==> src/hw/fsc_pkg.sv <==
// Constants shared by the configuration fuse store
package fsc_pkg;

  // Request space selector
  localparam logic SPACE_FUSE = 1'b0;
  localparam logic SPACE_IDENT = 1'b1;

  // Fuse byte selector, one code per separately addressable byte
  localparam logic [1:0] SEL_LOW = 2'h0;
  localparam logic [1:0] SEL_HIGH = 2'h1;
  localparam logic [1:0] SEL_EXT = 2'h2;

  // Identification space word addresses
  localparam logic [1:0] IDENT_ADDR_0 = 2'h0;
  localparam logic [1:0] IDENT_ADDR_1 = 2'h1;
  localparam logic [1:0] IDENT_ADDR_2 = 2'h2;

  // Extended byte fields
  localparam int EXT_BROWNOUT_LSB = 0;
  localparam int EXT_BROWNOUT_MSB = 2;
  localparam logic [7:0] EXT_UNUSED_MASK = 8'hf8;

  // High byte fields
  localparam int HIGH_DEBUG_BIT = 7;
  localparam int HIGH_SCAN_BIT = 6;
  localparam int HIGH_SERIAL_DL_BIT = 5;
  localparam int HIGH_WDOG_BIT = 4;
  localparam int HIGH_KEEP_NV_BIT = 3;
  localparam int HIGH_BOOT_LSB = 1;
  localparam int HIGH_BOOT_MSB = 2;
  localparam int HIGH_RST_VEC_BIT = 0;

  // Low byte fields
  localparam int LOW_DIV8_BIT = 7;
  localparam int LOW_CLKOUT_BIT = 6;
  localparam int LOW_SUT_LSB = 4;
  localparam int LOW_SUT_MSB = 5;
  localparam int LOW_CKSRC_LSB = 0;
  localparam int LOW_CKSRC_MSB = 3;

  // Reset (shipping) values; 0 means programmed
  localparam logic [7:0] EXT_RESET = 8'hff;
  localparam logic [7:0] HIGH_RESET = 8'h99;
  localparam logic [7:0] LOW_RESET = 8'h62;

  // Clock source code for the internal RC oscillator at 8 MHz
  localparam logic [3:0] CKSRC_RC_8MHZ = 4'h2;

  // Identification bytes and calibration byte; values are arbitrary
  localparam logic [7:0] IDENT_BYTE_0 = 8'h5a;
  localparam logic [7:0] IDENT_BYTE_1 = 8'h3c;
  localparam logic [7:0] IDENT_BYTE_2 = 8'h71;
  localparam logic [7:0] OSC_TRIM_STORED = 8'h80;

  // Page geometry
  localparam int FLASH_WORD_BITS = 7;
  localparam int FLASH_PAGE_BITS = 10;
  localparam int PROGRAM_COUNTER_TOP_BIT = 16;
  localparam int NV_BYTE_BITS = 3;
  localparam int NV_PAGE_BITS = 9;
  localparam int NVDATA_ADDRESS_TOP_BIT = 11;

endpackage

==> src/hw/fsc_page_split.sv <==
// Splits flash and data memory addresses into page and in-page index
`timescale 1ns/1ns
module fsc_page_split
  import fsc_pkg::*;
(
  // Clock and control
  input wire logic mclk_i,
  input wire logic rst_n_i,
  input wire logic ce_i,
  // Addresses to split
  input wire logic [PROGRAM_COUNTER_TOP_BIT:0] pc_i,
  input wire logic [NVDATA_ADDRESS_TOP_BIT:0] nvdata_byte_address_i,
  // Split results
  output logic [FLASH_WORD_BITS-1:0] word_in_page_index_o,
  output logic [FLASH_PAGE_BITS-1:0] flash_page_index_o,
  output logic [NV_BYTE_BITS-1:0] nv_byte_in_page_o,
  output logic [NV_PAGE_BITS-1:0] nv_page_index_o
);

  wire logic [FLASH_WORD_BITS-1:0] next_word = pc_i[FLASH_WORD_BITS-1:0];
  wire logic [FLASH_PAGE_BITS-1:0] next_page = pc_i[PROGRAM_COUNTER_TOP_BIT:FLASH_WORD_BITS];
  wire logic [NV_BYTE_BITS-1:0] next_nv_byte = nvdata_byte_address_i[NV_BYTE_BITS-1:0];
  wire logic [NV_PAGE_BITS-1:0] next_nv_page = nvdata_byte_address_i[NVDATA_ADDRESS_TOP_BIT:NV_BYTE_BITS];

  always_ff @(posedge mclk_i) begin
    if (!rst_n_i) begin
      word_in_page_index_o <= '0;
      flash_page_index_o <= '0;
      nv_byte_in_page_o <= '0;
      nv_page_index_o <= '0;
    end else if (ce_i) begin
      word_in_page_index_o <= next_word;
      flash_page_index_o <= next_page;
      nv_byte_in_page_o <= next_nv_byte;
      nv_page_index_o <= next_nv_page;
    end
  end

endmodule // fsc_page_split

==> src/hw/fsc_fuse_store.sv <==
// Fuse store: three fuse bytes, latching, identification space, page split
`timescale 1ns/1ns
module fsc_fuse_store
  import fsc_pkg::*;
(
  // Clock, reset, enable
  input wire logic mclk_i,
  input wire logic rst_n_i,
  input wire logic ce_i,
  // Mode pins from the programmer, asynchronous
  input wire logic prog_mode_pin_i,
  input wire logic serial_mode_pin_i,
  // Lock state, same clock, 0 means programmed
  input wire logic memory_lock_first_i,
  // Programmer request port, same clock
  input wire logic req_valid_i,
  input wire logic req_write_i,
  input wire logic req_space_i,
  input wire logic [1:0] req_addr_i,
  input wire logic req_hi_i,
  input wire logic [7:0] req_wdata_i,
  output logic req_ack_o,
  output logic req_refused_o,
  output logic [7:0] req_rdata_o,
  // Chip erase
  input wire logic erase_i,
  output logic erase_flash_o,
  output logic erase_nvdata_o,
  output logic erase_lock_o,
  // Latched configuration to consumers; keep-data also follows the stored byte
  output logic [2:0] brownout_level_o,
  output logic debug_port_enable_o,
  output logic boundary_scan_port_enable_o,
  output logic serial_download_enable_o,
  output logic watchdog_forced_on_o,
  output logic keep_nvdata_on_erase_o,
  output logic [1:0] boot_size_o,
  output logic reset_vector_select_o,
  output logic clock_divide_by_eight_o,
  output logic clock_pin_output_o,
  output logic [1:0] startup_time_o,
  output logic [3:0] clock_source_o,
  output logic osc_rc_8mhz_o,
  // Oscillator trim
  output logic [7:0] osc_trim_register_o,
  // Clock output pin
  input wire logic sys_clk_i,
  output logic clock_out_pin_o,
  output logic clock_out_pin_oe_n_o,
  // Page geometry
  input wire logic [PROGRAM_COUNTER_TOP_BIT:0] pc_i,
  input wire logic [NVDATA_ADDRESS_TOP_BIT:0] nvdata_byte_address_i,
  output logic [FLASH_WORD_BITS-1:0] word_in_page_index_o,
  output logic [FLASH_PAGE_BITS-1:0] flash_page_index_o,
  output logic [NV_BYTE_BITS-1:0] nv_byte_in_page_o,
  output logic [NV_PAGE_BITS-1:0] nv_page_index_o
);

  typedef enum logic [1:0] {
    FSC_POWERUP,
    FSC_NORMAL,
    FSC_PROG
  } fsc_mode_t;

  // Stored fuse bytes, 0 = programmed
  logic [7:0] ext_config_byte;
  logic [7:0] high_config_byte;
  logic [7:0] low_config_byte;
  // Latched copies handed to consumers
  logic [7:0] lat_ext;
  logic [7:0] lat_high;
  logic [7:0] lat_low;
  // Pin synchronisers
  logic prog_meta;
  logic prog_sync;
  logic serial_meta;
  logic serial_sync;
  fsc_mode_t mode;
  fsc_mode_t next_mode;

  // Read view of one fuse byte, hiding the serial-download fuse in serial mode
  function automatic logic [7:0] fuse_view(input logic [1:0] sel, input logic [7:0] e,
                                           input logic [7:0] h, input logic [7:0] l,
                                           input logic ser);
    logic [7:0] v;
    v = 8'hff;
    unique case (sel)
      SEL_LOW: v = l;
      SEL_HIGH: begin
        v = h;
        if (ser) begin
          v[HIGH_SERIAL_DL_BIT] = 1'b1;
        end
      end
      SEL_EXT: v = e | EXT_UNUSED_MASK;
      default: v = 8'hff;
    endcase
    return v;
  endfunction

  // Request decoding
  // Fuse access needs programming mode; identification reads at addresses 0 to 2 are allowed in any mode
  wire logic in_prog = (mode == FSC_PROG);
  wire logic sel_valid = (req_addr_i != 2'h3);
  wire logic fuse_req = req_valid_i && (req_space_i == SPACE_FUSE);
  wire logic ident_req = req_valid_i && (req_space_i == SPACE_IDENT);
  // Lock input is active low; a programmed first lock bit freezes the fuses
  wire logic lock_set = !memory_lock_first_i;
  wire logic fuse_wr_ok = fuse_req && req_write_i && in_prog && sel_valid && !lock_set;
  wire logic fuse_rd_ok = fuse_req && !req_write_i && in_prog && sel_valid;
  wire logic ident_rd_ok = ident_req && !req_write_i && sel_valid;
  wire logic req_ok = fuse_wr_ok || fuse_rd_ok || ident_rd_ok;

  // Write data merged per byte
  // In serial mode the stored serial-download bit is kept, so a programmer
  // cannot cut off its own access path
  wire logic [7:0] next_ext = req_wdata_i | EXT_UNUSED_MASK;
  wire logic [7:0] next_high = {req_wdata_i[7:6],
                                serial_sync ? high_config_byte[HIGH_SERIAL_DL_BIT] : req_wdata_i[5],
                                req_wdata_i[4:0]};
  wire logic [7:0] next_low = req_wdata_i;

  // Identification read data
  wire logic [7:0] ident_lo = (req_addr_i == IDENT_ADDR_0) ? IDENT_BYTE_0 :
                              (req_addr_i == IDENT_ADDR_1) ? IDENT_BYTE_1 : IDENT_BYTE_2;
  wire logic [7:0] ident_hi = (req_addr_i == IDENT_ADDR_0) ? OSC_TRIM_STORED : 8'hff;
  wire logic [7:0] ident_data = req_hi_i ? ident_hi : ident_lo;
  wire logic [7:0] fuse_data = fuse_view(req_addr_i, ext_config_byte, high_config_byte,
                                         low_config_byte, serial_sync);
  wire logic [7:0] next_rdata = (req_space_i == SPACE_IDENT) ? ident_data : fuse_data;

  // Latch events: power-up, programming entry and programming exit
  wire logic enter_prog = (mode == FSC_NORMAL) && prog_sync;
  wire logic leave_prog = in_prog && !prog_sync;
  wire logic do_latch = (mode == FSC_POWERUP) || enter_prog || leave_prog;

  // Keep-data acts at once from the stored byte, otherwise from the latch
  wire logic keep_nv_eff = lat_high[HIGH_KEEP_NV_BIT] & high_config_byte[HIGH_KEEP_NV_BIT];

  // Mode sequencing
  // Any illegal state code falls back to power-up, which relatches everything
  always_comb begin
    next_mode = mode;
    unique case (mode)
      FSC_POWERUP: next_mode = prog_sync ? FSC_PROG : FSC_NORMAL;
      FSC_NORMAL: next_mode = prog_sync ? FSC_PROG : FSC_NORMAL;
      FSC_PROG: next_mode = prog_sync ? FSC_PROG : FSC_NORMAL;
      default: next_mode = FSC_POWERUP;
    endcase
  end

  // Two-stage pin synchronisers; only the second stage is read by logic
  always_ff @(posedge mclk_i) begin
    if (!rst_n_i) begin
      prog_meta <= 1'b0;
      prog_sync <= 1'b0;
      serial_meta <= 1'b0;
      serial_sync <= 1'b0;
    end else if (ce_i) begin
      prog_meta <= prog_mode_pin_i;
      prog_sync <= prog_meta;
      serial_meta <= serial_mode_pin_i;
      serial_sync <= serial_meta;
    end
  end

  // Power-up state lasts one enabled edge and triggers the first latch
  always_ff @(posedge mclk_i) begin
    if (!rst_n_i) begin
      mode <= FSC_POWERUP;
    end else if (ce_i) begin
      mode <= next_mode;
    end
  end

  // Stored fuse bytes; chip erase has no path in here
  always_ff @(posedge mclk_i) begin
    if (!rst_n_i) begin
      ext_config_byte <= EXT_RESET;
      high_config_byte <= HIGH_RESET;
      low_config_byte <= LOW_RESET;
    end else if (ce_i && fuse_wr_ok) begin
      unique case (req_addr_i)
        SEL_EXT: ext_config_byte <= next_ext;
        SEL_HIGH: high_config_byte <= next_high;
        SEL_LOW: low_config_byte <= next_low;
        default: ;
      endcase
    end
  end

  // Latched copies move only on the three latch events, never on a write,
  // so a fuse write in programming mode disturbs no running consumer except keep-data
  always_ff @(posedge mclk_i) begin
    if (!rst_n_i) begin
      lat_ext <= EXT_RESET;
      lat_high <= HIGH_RESET;
      lat_low <= LOW_RESET;
    end else if (ce_i && do_latch) begin
      lat_ext <= ext_config_byte;
      lat_high <= high_config_byte;
      lat_low <= low_config_byte;
    end
  end

  // Request answer, one cycle after the request
  // Read data holds until the next accepted read; refusals leave it alone
  always_ff @(posedge mclk_i) begin
    if (!rst_n_i) begin
      req_ack_o <= 1'b0;
      req_refused_o <= 1'b0;
      req_rdata_o <= 8'hff;
    end else if (ce_i) begin
      req_ack_o <= req_valid_i && req_ok;
      req_refused_o <= req_valid_i && !req_ok;
      if (fuse_rd_ok || ident_rd_ok) begin
        req_rdata_o <= next_rdata;
      end
    end
  end

  // Erase strobes to the memory controllers
  // The data-memory strobe is withheld while keep-data is in effect
  always_ff @(posedge mclk_i) begin
    if (!rst_n_i) begin
      erase_flash_o <= 1'b0;
      erase_nvdata_o <= 1'b0;
      erase_lock_o <= 1'b0;
    end else if (ce_i) begin
      erase_flash_o <= erase_i && in_prog;
      erase_lock_o <= erase_i && in_prog;
      erase_nvdata_o <= erase_i && in_prog && keep_nv_eff;
    end
  end

  // Trim register loaded with the calibration byte while reset is held
  always_ff @(posedge mclk_i) begin
    if (!rst_n_i) begin
      osc_trim_register_o <= OSC_TRIM_STORED;
    end
  end

  // Consumers see latched values, except keep-data, which also follows the stored byte
  // Enables are active high, so the active-low fuse bits are inverted here
  always_comb begin
    brownout_level_o = lat_ext[EXT_BROWNOUT_MSB:EXT_BROWNOUT_LSB];
    debug_port_enable_o = !lat_high[HIGH_DEBUG_BIT];
    boundary_scan_port_enable_o = !lat_high[HIGH_SCAN_BIT];
    serial_download_enable_o = !lat_high[HIGH_SERIAL_DL_BIT];
    watchdog_forced_on_o = !lat_high[HIGH_WDOG_BIT];
    keep_nvdata_on_erase_o = !keep_nv_eff;
    boot_size_o = lat_high[HIGH_BOOT_MSB:HIGH_BOOT_LSB];
    reset_vector_select_o = lat_high[HIGH_RST_VEC_BIT];
    clock_divide_by_eight_o = !lat_low[LOW_DIV8_BIT];
    clock_pin_output_o = !lat_low[LOW_CLKOUT_BIT];
    startup_time_o = lat_low[LOW_SUT_MSB:LOW_SUT_LSB];
    clock_source_o = lat_low[LOW_CKSRC_MSB:LOW_CKSRC_LSB];
    osc_rc_8mhz_o = (lat_low[LOW_CKSRC_MSB:LOW_CKSRC_LSB] == CKSRC_RC_8MHZ);
  end

  // System clock out on the pin when the fuse is programmed
  assign clock_out_pin_o = sys_clk_i & !lat_low[LOW_CLKOUT_BIT];
  assign clock_out_pin_oe_n_o = lat_low[LOW_CLKOUT_BIT];

  // Page split is registered, one cycle behind its address inputs
  fsc_page_split u_page_split (
    .mclk_i(mclk_i),
    .rst_n_i(rst_n_i),
    .ce_i(ce_i),
    .pc_i(pc_i),
    .nvdata_byte_address_i(nvdata_byte_address_i),
    .word_in_page_index_o(word_in_page_index_o),
    .flash_page_index_o(flash_page_index_o),
    .nv_byte_in_page_o(nv_byte_in_page_o),
    .nv_page_index_o(nv_page_index_o)
  );

endmodule // fsc_fuse_store

==> config.mk <==
export PLATFORM = sky130hd
export DESIGN_NAME = fsc_fuse_store
export DESIGN_NICKNAME = d
export VERILOG_FILES = /design/src/hw/fsc_pkg.sv /design/src/hw/fsc_page_split.sv /design/src/hw/fsc_fuse_store.sv
export SDC_FILE = /design/constraint.sdc
export NUM_CORES = 1
export LEC_CHECK = 0
export BUFFER_PORTS_ARGS = -buffer_cell sky130_fd_sc_hd__buf_2
export CAP_MARGIN = 20
export CELL_PAD_IN_SITES_DETAIL_PLACEMENT = 0
export CELL_PAD_IN_SITES_GLOBAL_PLACEMENT = 1
export CORE_AREA = 2 2 119 92
export DETAILED_ROUTE_END_ITERATION = 6
export DIE_AREA = 0 0 121 94
export GPL_TIMING_DRIVEN = 0
export PLACE_DENSITY = 0.77
export REMOVE_ABC_BUFFERS = 1
export SLEW_MARGIN = 20
export SYNTH_ARGS = -nofsm -noshare
export SYNTH_HDL_FRONTEND = slang
export SYNTH_HIERARCHICAL = 1
export SYNTH_SLANG_ARGS = --single-unit
==> constraint.sdc <==
create_clock -name mclk_i -period 2.1 [get_ports mclk_i]
set_input_delay 0.42 -clock mclk_i [delete_from_list [all_inputs] [get_ports mclk_i]]
set_output_delay 0.42 -clock mclk_i [all_outputs]
set_load 0.02 [all_outputs]
==> impl_metrics.ini, run 1 <==
[die]
dieHeight_um = 94
die_w_um = 121
io_pins = 123
placementRows = 32
start_util_pct = 36.73
core_area_sq_um = 10130
dieArea_sq_um = 11370

[clock_tree]
cts_root_buf = clkbuf_16
cts.sinks = 85
cts-htree-levels = 3
clk_pin_slew_ns = 0.06
cts.repair.resized = 0
hold_buffers = 0
clockBufferDepth = 2
worstSkewPairLatency_ns = 0.34
cts_buffers = 9
cts_tree = built

[finish]
fill_cells = 996
regArea_sq_um = 1702
drive_gt1_share_pct = 28.51
postLayoutCoreUtil_pct = 45.73
multi_input_area_sq_um = 1747
nets = 538
fin_area_sq_um = 4632
antenna_cells = 0
syn_to_final_growth_pct = 24.48

[sta]
worstMarginPinSlew_ns = 0.8565
fin_ws_ns = 0.1553
setup_violations = 0
period_needed_ns = 1.945
post-route-period-util_pct = 92.60
max_freq_mhz = 514.2
maxSlewHeadroom_pct = 42.90
hold_ws_ns = 0.3129
drv_slew = 0
finClkSkew_ns = 0.007527
finalHoldViolCount = 0
rsz0062_at_grt = false

[power]
pwr-share-comb_pct = 10.5
power.total_w = 0.004037
p_clk_share_pct = 47.4
sequentialPowerShare_pct = 42.1
p_int_w = 0.003112
swShare_pct = 22.91
vdd_drop_max_v = 0.0006837
p_sw_w = 0.0009247
p_per_area_nw_per_um2 = 871.4
p_leak_nw = 2.108

[worst_setup_path]
rr_worst_depth = 4
crit_arrival_ns = 2.14
r2r-end = req_rdata_o[3]
cp-end-kind = flip-flop
cp.required_ns = 2.29
critPathMaxFanout = 48
setup.worst_path.class = primary input to flip-flop
regToRegStartpoint = mode[1]
r2r_setup_slack_ns = 0.37
cp-start-kind = primary input

[routing]
drt_wl_total_um = 8804
vias = 2906
drc = 0
drt_iter0_drc = 115
wire_per_inst_um = 14.04
firstDrtPassIters = 5
drt-vias-per-instance = 4.635
antenna_left = 0

[synth]
yosys_most_used_dff = dfxtp_1
synthArstFlopShare_pct = 0
synth.area.top_cells = dfxtp_1, mux2i_1, nor2b_1
synth-edff-count = 0
synth.distinct_cells = 44
synthesis.area_sq_um = 3721
yosysTopAreaCellShare_pct = 45.73
ys_warn_count = 6
synth_top_area_cell = dfxtp_1
yosysMostFrequentCell = dfxtp_1
synthCells = 391
synth_seq_cells = 85
synthTopCellsByCount = dfxtp_1, nand2_1, mux2i_1
synth_seq_area_share_pct = 45.73
syn_avg_cell_area_sq_um = 9.517

[placed_design]
place_ws_ns = -0.4312
dp_hpwl_um = 5936
place.port_buffers = 114
gp_congestion = 0.8086
placed_cell_area_sq_um = 4239

[outcome]
outcome = finished, final reports clean

[global_routing]
grt_pass1_wl_um = 13870
grt_pass1_vias = 2704
grt_max_degree = 89
grt_use_total_pct = 15.64
gr-total-overflow = 0
antenna_found_initial = 0

[hold_path]
min_path_type = primary input to flip-flop
worstHoldPathCells = 3
hold_end = high_config_byte[4]
hold_start = req_wdata_i[4]

[run]
cap_violations = 0
[logic make-up (layout without fill, tap and decap cells)]
logic type,count (synthesis),count (layout),share of synthesized area (%)
and+or+nand+nor,148,148,21.62
DFF,85,85,45.73
muxes,57,57,15.33
buffers and inverters,52,146,7.935
AOI/OAI and AO/OA,46,46,8.844
other,2,8,0.2018
adders and majority gates,1,1,0.3362
[flip-flops by register name (all words and copies together) (netlist names)]
register                           cells
req_ack_o                              1
u_page_split/nv_page_index_o           9
lat_high                               8
req_rdata_o                            8
high_config_byte                       8
u_page_split/flash_page_index_o       10
ext_config_byte                        3
u_page_split/nv_byte_in_page_o         3
prog_sync                              1
serial_sync                            1
prog_meta                              1
low_config_byte                        8
erase_nvdata_o                         1
u_page_split/word_in_page_index_o      7
lat_ext                                3
serial_meta                            1
lat_low                                8
erase_lock_o                           1
mode                                   2
req_refused_o                          1
[power by group through the flow]
stage,sequential (W),combinational (W),clock [W]
floorplan,0.00179,0.000173,0
global placement,0.00173,0.000424,0
detailed placement,0.00173,0.000426,0
CTS,0.00170,0.000428,0.00197
global route,0.00171,0.000464,0.00205
finish,0.00170,0.000422,0.00191
[area by class of cell]
| type | instances | area share [%] |
|---|---|---|
| sequential | 85 | 36.74 |
| clock buffer | 9 | 4.862 |
| timing repair buffer | 118 | 13.07 |
| multi-input combinational | 260 | 37.71 |
| inverter | 12 | 0.9724 |
| clock inverter | 7 | 2.971 |
| tap | 136 | 3.674 |
[per-layer routing]
metal | global-route usage [%] | vias up | part of all wire, %
li1 | - | 1482 | -
met1 | 20.90 | 1345 | 48
met2 | 24.30 | 66 | 46
met3 | 4.672 | 13 | 4.1
met4 | 4.748 | 0 | 1.4
met5 | 0 | - | 0
[through the flow]
step,instances,TNS (ns)
5_1_grt,627,0
3_5_place_dp,607,-8.441
6_report,627,0
4_1_cts,625,0
3_3_place_gp,607,-31.26
2_1_floorplan,357,0
[cell usage in the layout (no fill, tap or decap), drive strengths merged, types with 2 or more instances in the layout]
cell and n:
a21oi 10, nand2 60, clkinv 2, conb 8
mux2i 57, nor2 8, bufinv 4, nor3b 4
buf 118, nor4 3, o211a 3, or2 2
nand2b 6, inv 12, o211ai 6, a21boi 12
dfxtp 85, and2 2, nand3 12, nor2b 45
o21ai 4, clkbuf 9
[worst max path at each step]
stage / start / to / slack (ns)
after detailed placement: ce_i / high_config_byte[3] / -0.43
after global routing: ce_i / lat_high[6] / 0.05
after CTS: ce_i / low_config_byte[5] / 0.004
final: ce_i / ext_config_byte[1] / 0.16
after global placement: ce_i / lat_low[3] / -0.86
after floorplan: req_space_i / high_config_byte[5] / 0.48
[what timing repair did]
action                                  in CTS  in global routing
endpoints found under the setup margin      16                  8
pin swaps                                    1                  1
buffers inserted                             2                  2
endpoints found under the hold margin        0                  0
[critical path, stage by stage]
cell and delay, ns:
buf_4 0.55, nand4b_4 0.24, nor4_2 0.58, mux2i_1 0.26, nand2_1 0.06
Power figures use the tool's default switching activity.
==> run 2: changes to the inputs <==
--- a/config.mk
+++ b/config.mk
@@ -9,14 +9,13 @@
 export CAP_MARGIN = 20
 export CELL_PAD_IN_SITES_DETAIL_PLACEMENT = 0
 export CELL_PAD_IN_SITES_GLOBAL_PLACEMENT = 1
-export CORE_AREA = 2 2 119 92
+export CORE_AREA = 2 2 118 92
 export DETAILED_ROUTE_END_ITERATION = 6
-export DIE_AREA = 0 0 121 94
+export DIE_AREA = 0 0 120 94
 export GPL_TIMING_DRIVEN = 0
-export PLACE_DENSITY = 0.77
+export PLACE_DENSITY = 0.78
 export REMOVE_ABC_BUFFERS = 1
 export SLEW_MARGIN = 20
 export SYNTH_ARGS = -nofsm -noshare
 export SYNTH_HDL_FRONTEND = slang
-export SYNTH_HIERARCHICAL = 1
 export SYNTH_SLANG_ARGS = --single-unit
==> impl_metrics.ini, run 2 <==
[clock_tree]
clockBufferDepth = 2
clk_pin_slew_ns = 0.06
cts_tree = built
cts_post_setup_buffers_inserted = 0
worstSkewPairLatency_ns = 0.34
cts-htree-levels = 3
cts.sinks = 85
cts_root_buf = clkbuf_16
cts.repair.resized = 1
hold_buffers = 0
cts_buffers = 9

[synth]
synth_top_area_cell = dfxtp_1
synth.area.top_cells = dfxtp_1, mux2i_1, nand3_1
synth.distinct_cells = 54
yosys.area_share.simple_pct = 21.03
yosysMostFrequentCell = dfxtp_1
synth_seq_area_share_pct = 46.43
synth_fa_ha_area_share_pct = 0.3414
synth_xor_area_share_pct = 0.2390
syn_avg_cell_area_sq_um = 8.874
synthArstFlopShare_pct = 0
yosys_most_used_dff = dfxtp_1
synth-edff-count = 0
synth_compound_area_share_pct = 11.98
synth_top_family_by_area = simple AND/OR/NAND/NOR gates
synth_seq_cells = 85
yosysTopAreaCellShare_pct = 46.43
synth_mux_area_share_pct = 10.93
synthCells = 413
ys_warn_count = 0
synthesis.area_sq_um = 3665
synthTopCellsByCount = dfxtp_1, nand2_1, nand3_1

[routing]
drc = 0
antenna_left = 0
wire_per_inst_um = 14.55
vias = 3153
drt_wl_total_um = 9343
drt-vias-per-instance = 4.911
firstDrtPassIters = 4
drt_iter0_drc = 159

[sta]
worstMarginPinSlew_ns = 0.7834
finalHoldViolCount = 0
period_needed_ns = 1.844
maxSlewHeadroom_pct = 47.78
setup_violations = 0
max_freq_mhz = 542.4
timing.setup.tns_ns = 0
finClkSkew_ns = 0.007869
post-route-period-util_pct = 87.79
drv_slew = 0
rsz0062_at_grt = false

[global_routing]
gr-total-overflow = 0
antenna_found_initial = 0
grt_max_degree = 50
grt_pass1_wl_um = 14410
grt_pass1_vias = 2788
grt_use_total_pct = 16.26

[power]
power.total_w = 0.003710
p_per_area_nw_per_um2 = 830.7
vdd_drop_max_v = 0.0003360
p_leak_nw = 2.003

[finish]
top_register = u_page_split.flash_page_index_o
nets = 553
drive_gt1_share_pct = 27.67
antenna_cells = 0
final_common_cell = buf_2
reg_top3 = u_page_split.flash_page_index_o: 10 flops, u_page_split.nv_page_index_o: 9 flops
final_cell_mix = buf_2, dfxtp_1, nand2_1, nand3_1, nor2_1
syn_to_final_growth_pct = 21.88
largest_register_ffs = 10

[placed_design]
dp_hpwl_um = 6515
gp_congestion = 0.7967
place.port_buffers = 114

[run]
cap_violations = 0

[worst_setup_path]
cp_num_buf_inv = 1
r2r_setup_slack_ns = 0.40
cpPeakStageDelay_ns = 0.52
rr_worst_depth = 4
regToRegStartpoint = mode[1]
critPathMaxFanout = 45
path_cells = buf_4 > and2_2 > o2111a_1 > and3_1 > o21ai_1
setup.worst_path.class = primary input to flip-flop
cp-start-kind = primary input
crit_family = simple AND/OR/NAND/NOR gates
cp-end-kind = flip-flop
cp.required_ns = 2.29
cp_slowest_cell = buf_4
r2r-end = req_rdata_o[5]
crit_arrival_ns = 2.04

[die]
start_util_pct = 36.47
core_area_sq_um = 10050
placementRows = 32
dieHeight_um = 94
die_w_um = 120
dieArea_sq_um = 11280
io_pins = 123

[hold_path]
hold_end = u_page_split.nv_page_index_o[5]
hold_start = nvdata_byte_address_i[8]
min_path_type = primary input to flip-flop
worstHoldPathCells = 3

[outcome]
outcome = finished, final reports clean
==> run 2: changes by cell type after synthesis, moves of 17 or more <==
cell / before / now
nor2b_1: 45 / 3
nor2_1: 8 / 43
nand3_1: 12 / 44
o21ai_0: 4 / 22
mux2i_1: 57 / 40
==> run 2: metrics by stage <==
step           std cells  util, %  hold slack, ns  worst slack [ns]  area (sq um)
4_1_cts              642    44.45          0.3076            0.2636          4467
6_report             642    44.45          0.3164            0.2564          4467
2_1_floorplan        375        -          0.4363            0.1755          3408
3_5_place_dp         626    41.50          0.4451           -0.4888          4170
5_1_grt              642    44.45          0.3227            0.1411          4467
3_3_place_gp         625    41.28          0.4423            -1.233          4149
==> run 2: worst register-to-register path: stages (launching register included) <==
cell      delay (ns)
dfxtp_1         0.36
nor2b_2         0.44
o2111a_1        0.42
and3_1          0.26
o21ai_1         0.08
==> run 2: cell type report <==
class                   instances  area (sq um)
flip-flops and latches         85          1702
multi-input cells             278          1662
fillers                      1034          5583
clock inverters                 4         47.55
well taps                     136         170.2
repair buffers                115         593.1
inverters                      12         46.29
clock buffers                  12         246.5
==> run 2: kinds of logic after synthesis <==
| kind of cell | Yosys count |
|---|---|
| and+or+nand+nor | 157 |
| DFF | 85 |
| AOI/OAI and AO/OA | 71 |
| buffers and inverters | 56 |
| muxes | 40 |
| other | 2 |
| adders and majority gates | 1 |
| xor gates and xnor gates | 1 |
==> run 2: routing by layer <==
| layer | wire length (um) | track usage [%] |
|---|---|---|
| met1 | 4494 | 23.14 |
| met2 | 4115 | 23.63 |
| met3 | 565 | 3.944 |
| met4 | 167 | 6.078 |
| met5 | 0 | 0 |
==> run 2: worst max-delay path by stage <==
stage	cells after the start	endpoint	startpoint	slack, ns
detailed placement	5	high_config_byte[6]	ce_i	-0.49
finish	5	req_rdata_o[5]	ce_i	0.26
floorplan	2	req_rdata_o[2]	rst_n_i	0.18
global route	5	high_config_byte[6]	ce_i	0.14
CTS	4	lat_low[2]	ce_i	0.26
global placement	3	req_rdata_o[2]	rst_n_i	-1.23
==> run 2: report_power, final <==
part	total (W)	switching (W)	internal, W
combinational	0.000430	0.000277	0.000154
sequential	0.00170	0.0000283	0.00167
clock	0.00158	0.000632	0.000951
==> run 3: changes to the inputs <==
--- a/config.mk
+++ b/config.mk
@@ -13,7 +13,7 @@
 export DETAILED_ROUTE_END_ITERATION = 6
 export DIE_AREA = 0 0 120 94
 export GPL_TIMING_DRIVEN = 0
-export PLACE_DENSITY = 0.78
+export PLACE_DENSITY_LB_ADDON = 0.12
 export REMOVE_ABC_BUFFERS = 1
 export SLEW_MARGIN = 20
 export SYNTH_ARGS = -nofsm -noshare
==> impl_metrics.ini, run 3 (synthesis results as in run 2) <==
[routing]
met1_length_um = 4716
wl_met2_um = 3899
firstDrtPassIters = 4
vias = 3102
drt-vias-per-instance = 4.832
wl_met3_um = 668
routed.top_layer = met4
wire_per_inst_um = 14.66
antenna_left = 0
drt_wl_total_um = 9410
drc = 0
drt_iter0_drc = 193

[die]
dieArea_sq_um = 11280
io_pins = 123
dieHeight_um = 94
placementRows = 32
die_w_um = 120
start_util_pct = 36.47
core_area_sq_um = 10050

[worst_setup_path]
cp-end-kind = flip-flop
crit_arrival_ns = 2.05
setup.worst_path.class = primary input to flip-flop
regToRegStartpoint = prog_sync
critPathMaxFanout = 45
cp.depth = 5
crit_family = simple AND/OR/NAND/NOR gates
cpPeakStageDelay_ns = 0.51
cp.required_ns = 2.30
cp-start-kind = primary input
rr_worst_depth = 4
r2r_setup_slack_ns = 0.38
path_cells = buf_4 > and2_2 > o2111a_1 > and3_1 > o21ai_1
cp_slowest_cell = buf_4
r2r-end = lat_low[3]
cp_num_buf_inv = 1

[placed_design]
place.port_buffers = 114
gp_congestion = 0.8138
place_ws_ns = -0.5010
dp_hpwl_um = 6414

[clock_tree]
worstSkewPairLatency_ns = 0.34
clk_pin_slew_ns = 0.06
cts.sinks = 85
clockBufferDepth = 2
cts_tree = built
cts_buffers = 9
cts-htree-levels = 3
cts_root_buf = clkbuf_16
cts_post_setup_buffers_inserted = 0

[sta]
finalHoldViolCount = 0
maxSlewHeadroom_pct = 45.03
setup_violations = 0
drv_slew = 0
fin_ws_ns = 0.2514
worstMarginPinSlew_ns = 0.8245
rsz0062_at_grt = false
max_freq_mhz = 541.0
finClkSkew_ns = 0.006738
period_needed_ns = 1.849
post-route-period-util_pct = 88.03

[hold_path]
min_path_type = primary input to flip-flop
hold_start = nvdata_byte_address_i[4]
hold_end = u_page_split.nv_page_index_o[1]
worstHoldPathCells = 3

[finish]
nets = 553
final_common_cell = buf_2
final_cell_mix = buf_2, dfxtp_1, nand2_1, nand3_1, nor2_1
top_register = u_page_split.flash_page_index_o
reg_top3 = u_page_split.flash_page_index_o: 10 flops, u_page_split.nv_page_index_o: 9 flops
syn_to_final_growth_pct = 22.26
drive_gt1_share_pct = 28.06
antenna_cells = 0
largest_register_ffs = 10

[global_routing]
gr-total-overflow = 0
antenna_found_initial = 0
grt_use_total_pct = 17.16
grt_max_degree = 46
grt_pass1_vias = 2801
grt_pass1_wl_um = 15090

[power]
vdd_drop_max_v = 0.0003775
p_per_area_nw_per_um2 = 838.8
p_leak_nw = 2.010
power.total_w = 0.003758

[outcome]
outcome = finished, final reports clean

[run]
cap_violations = 0
[run 3: cell type report]
cell class,instances,area [sq um]
timing repair buffer,115,593.1
fill,1071,5569
multi-input combinational,278,1662
tap,136,170.2
sequential,85,1702
clock buffer,10,239.0
clock inverter,6,68.82
inverter,12,46.29
[run 3: metrics by stage]
stage | hold WS, ns | TNS (ns) | cells | util (%) | area (sq um)
2_1_floorplan | 0.4363 | 0 | 375 | - | 3408
3_3_place_gp | 0.4438 | -67.40 | 625 | 41.28 | 4149
3_5_place_dp | 0.4503 | -18.81 | 626 | 41.50 | 4170
4_1_cts | 0.3091 | 0 | 642 | 44.58 | 4481
5_1_grt | 0.3043 | 0 | 642 | 44.58 | 4481
6_report | 0.3131 | 0 | 642 | 44.58 | 4481
[run 3: power by group]
group / leakage, nW / switching (W) / total (W) / internal, W
Clock: 0.149 / 0.000668 / 0.00163 / 0.000962
Sequential: 0.695 / 0.0000275 / 0.00170 / 0.00167
Combinational: 1.17 / 0.000278 / 0.000432 / 0.000154
Total: 2.01 / 0.000974 / 0.00376 / 0.00278
[run 3: what timing repair did]
item / 4_1_cts / 5_1_grt
gates resized for setup: 1 / 0
hold buffers: 0 / 0
setup endpoints to repair: 38 / 0
[run 3: worst reg2reg max path: cells and delay by family (launching register included)]
| kind | cells | cell delay (ns) |
|---|---|---|
| multiplexers | 1 | 0.24 |
| AO/OA/AOI/OAI | 1 | 0.15 |
| flip-flops | 1 | 0.39 |
| AND/OR/NAND/NOR | 2 | 0.87 |
[run 3: worst max path at each step]
stage / endpoint / slack, ns / from
floorplan: req_rdata_o[2] / 0.18 / rst_n_i
global placement: req_rdata_o[2] / -1.29 / rst_n_i
detailed placement: req_rdata_o[2] / -0.50 / ce_i
CTS: req_rdata_o[2] / 0.26 / ce_i
global route: req_rdata_o[2] / 0.14 / ce_i
finish: req_rdata_o[5] / 0.25 / ce_i
[run 3: routing by layer]
metal  up-vias  track usage, %
met5         -               0
met4         0           5.882
met3        10           5.340
met2       108           23.96
met1      1414           24.71
li1       1570               -
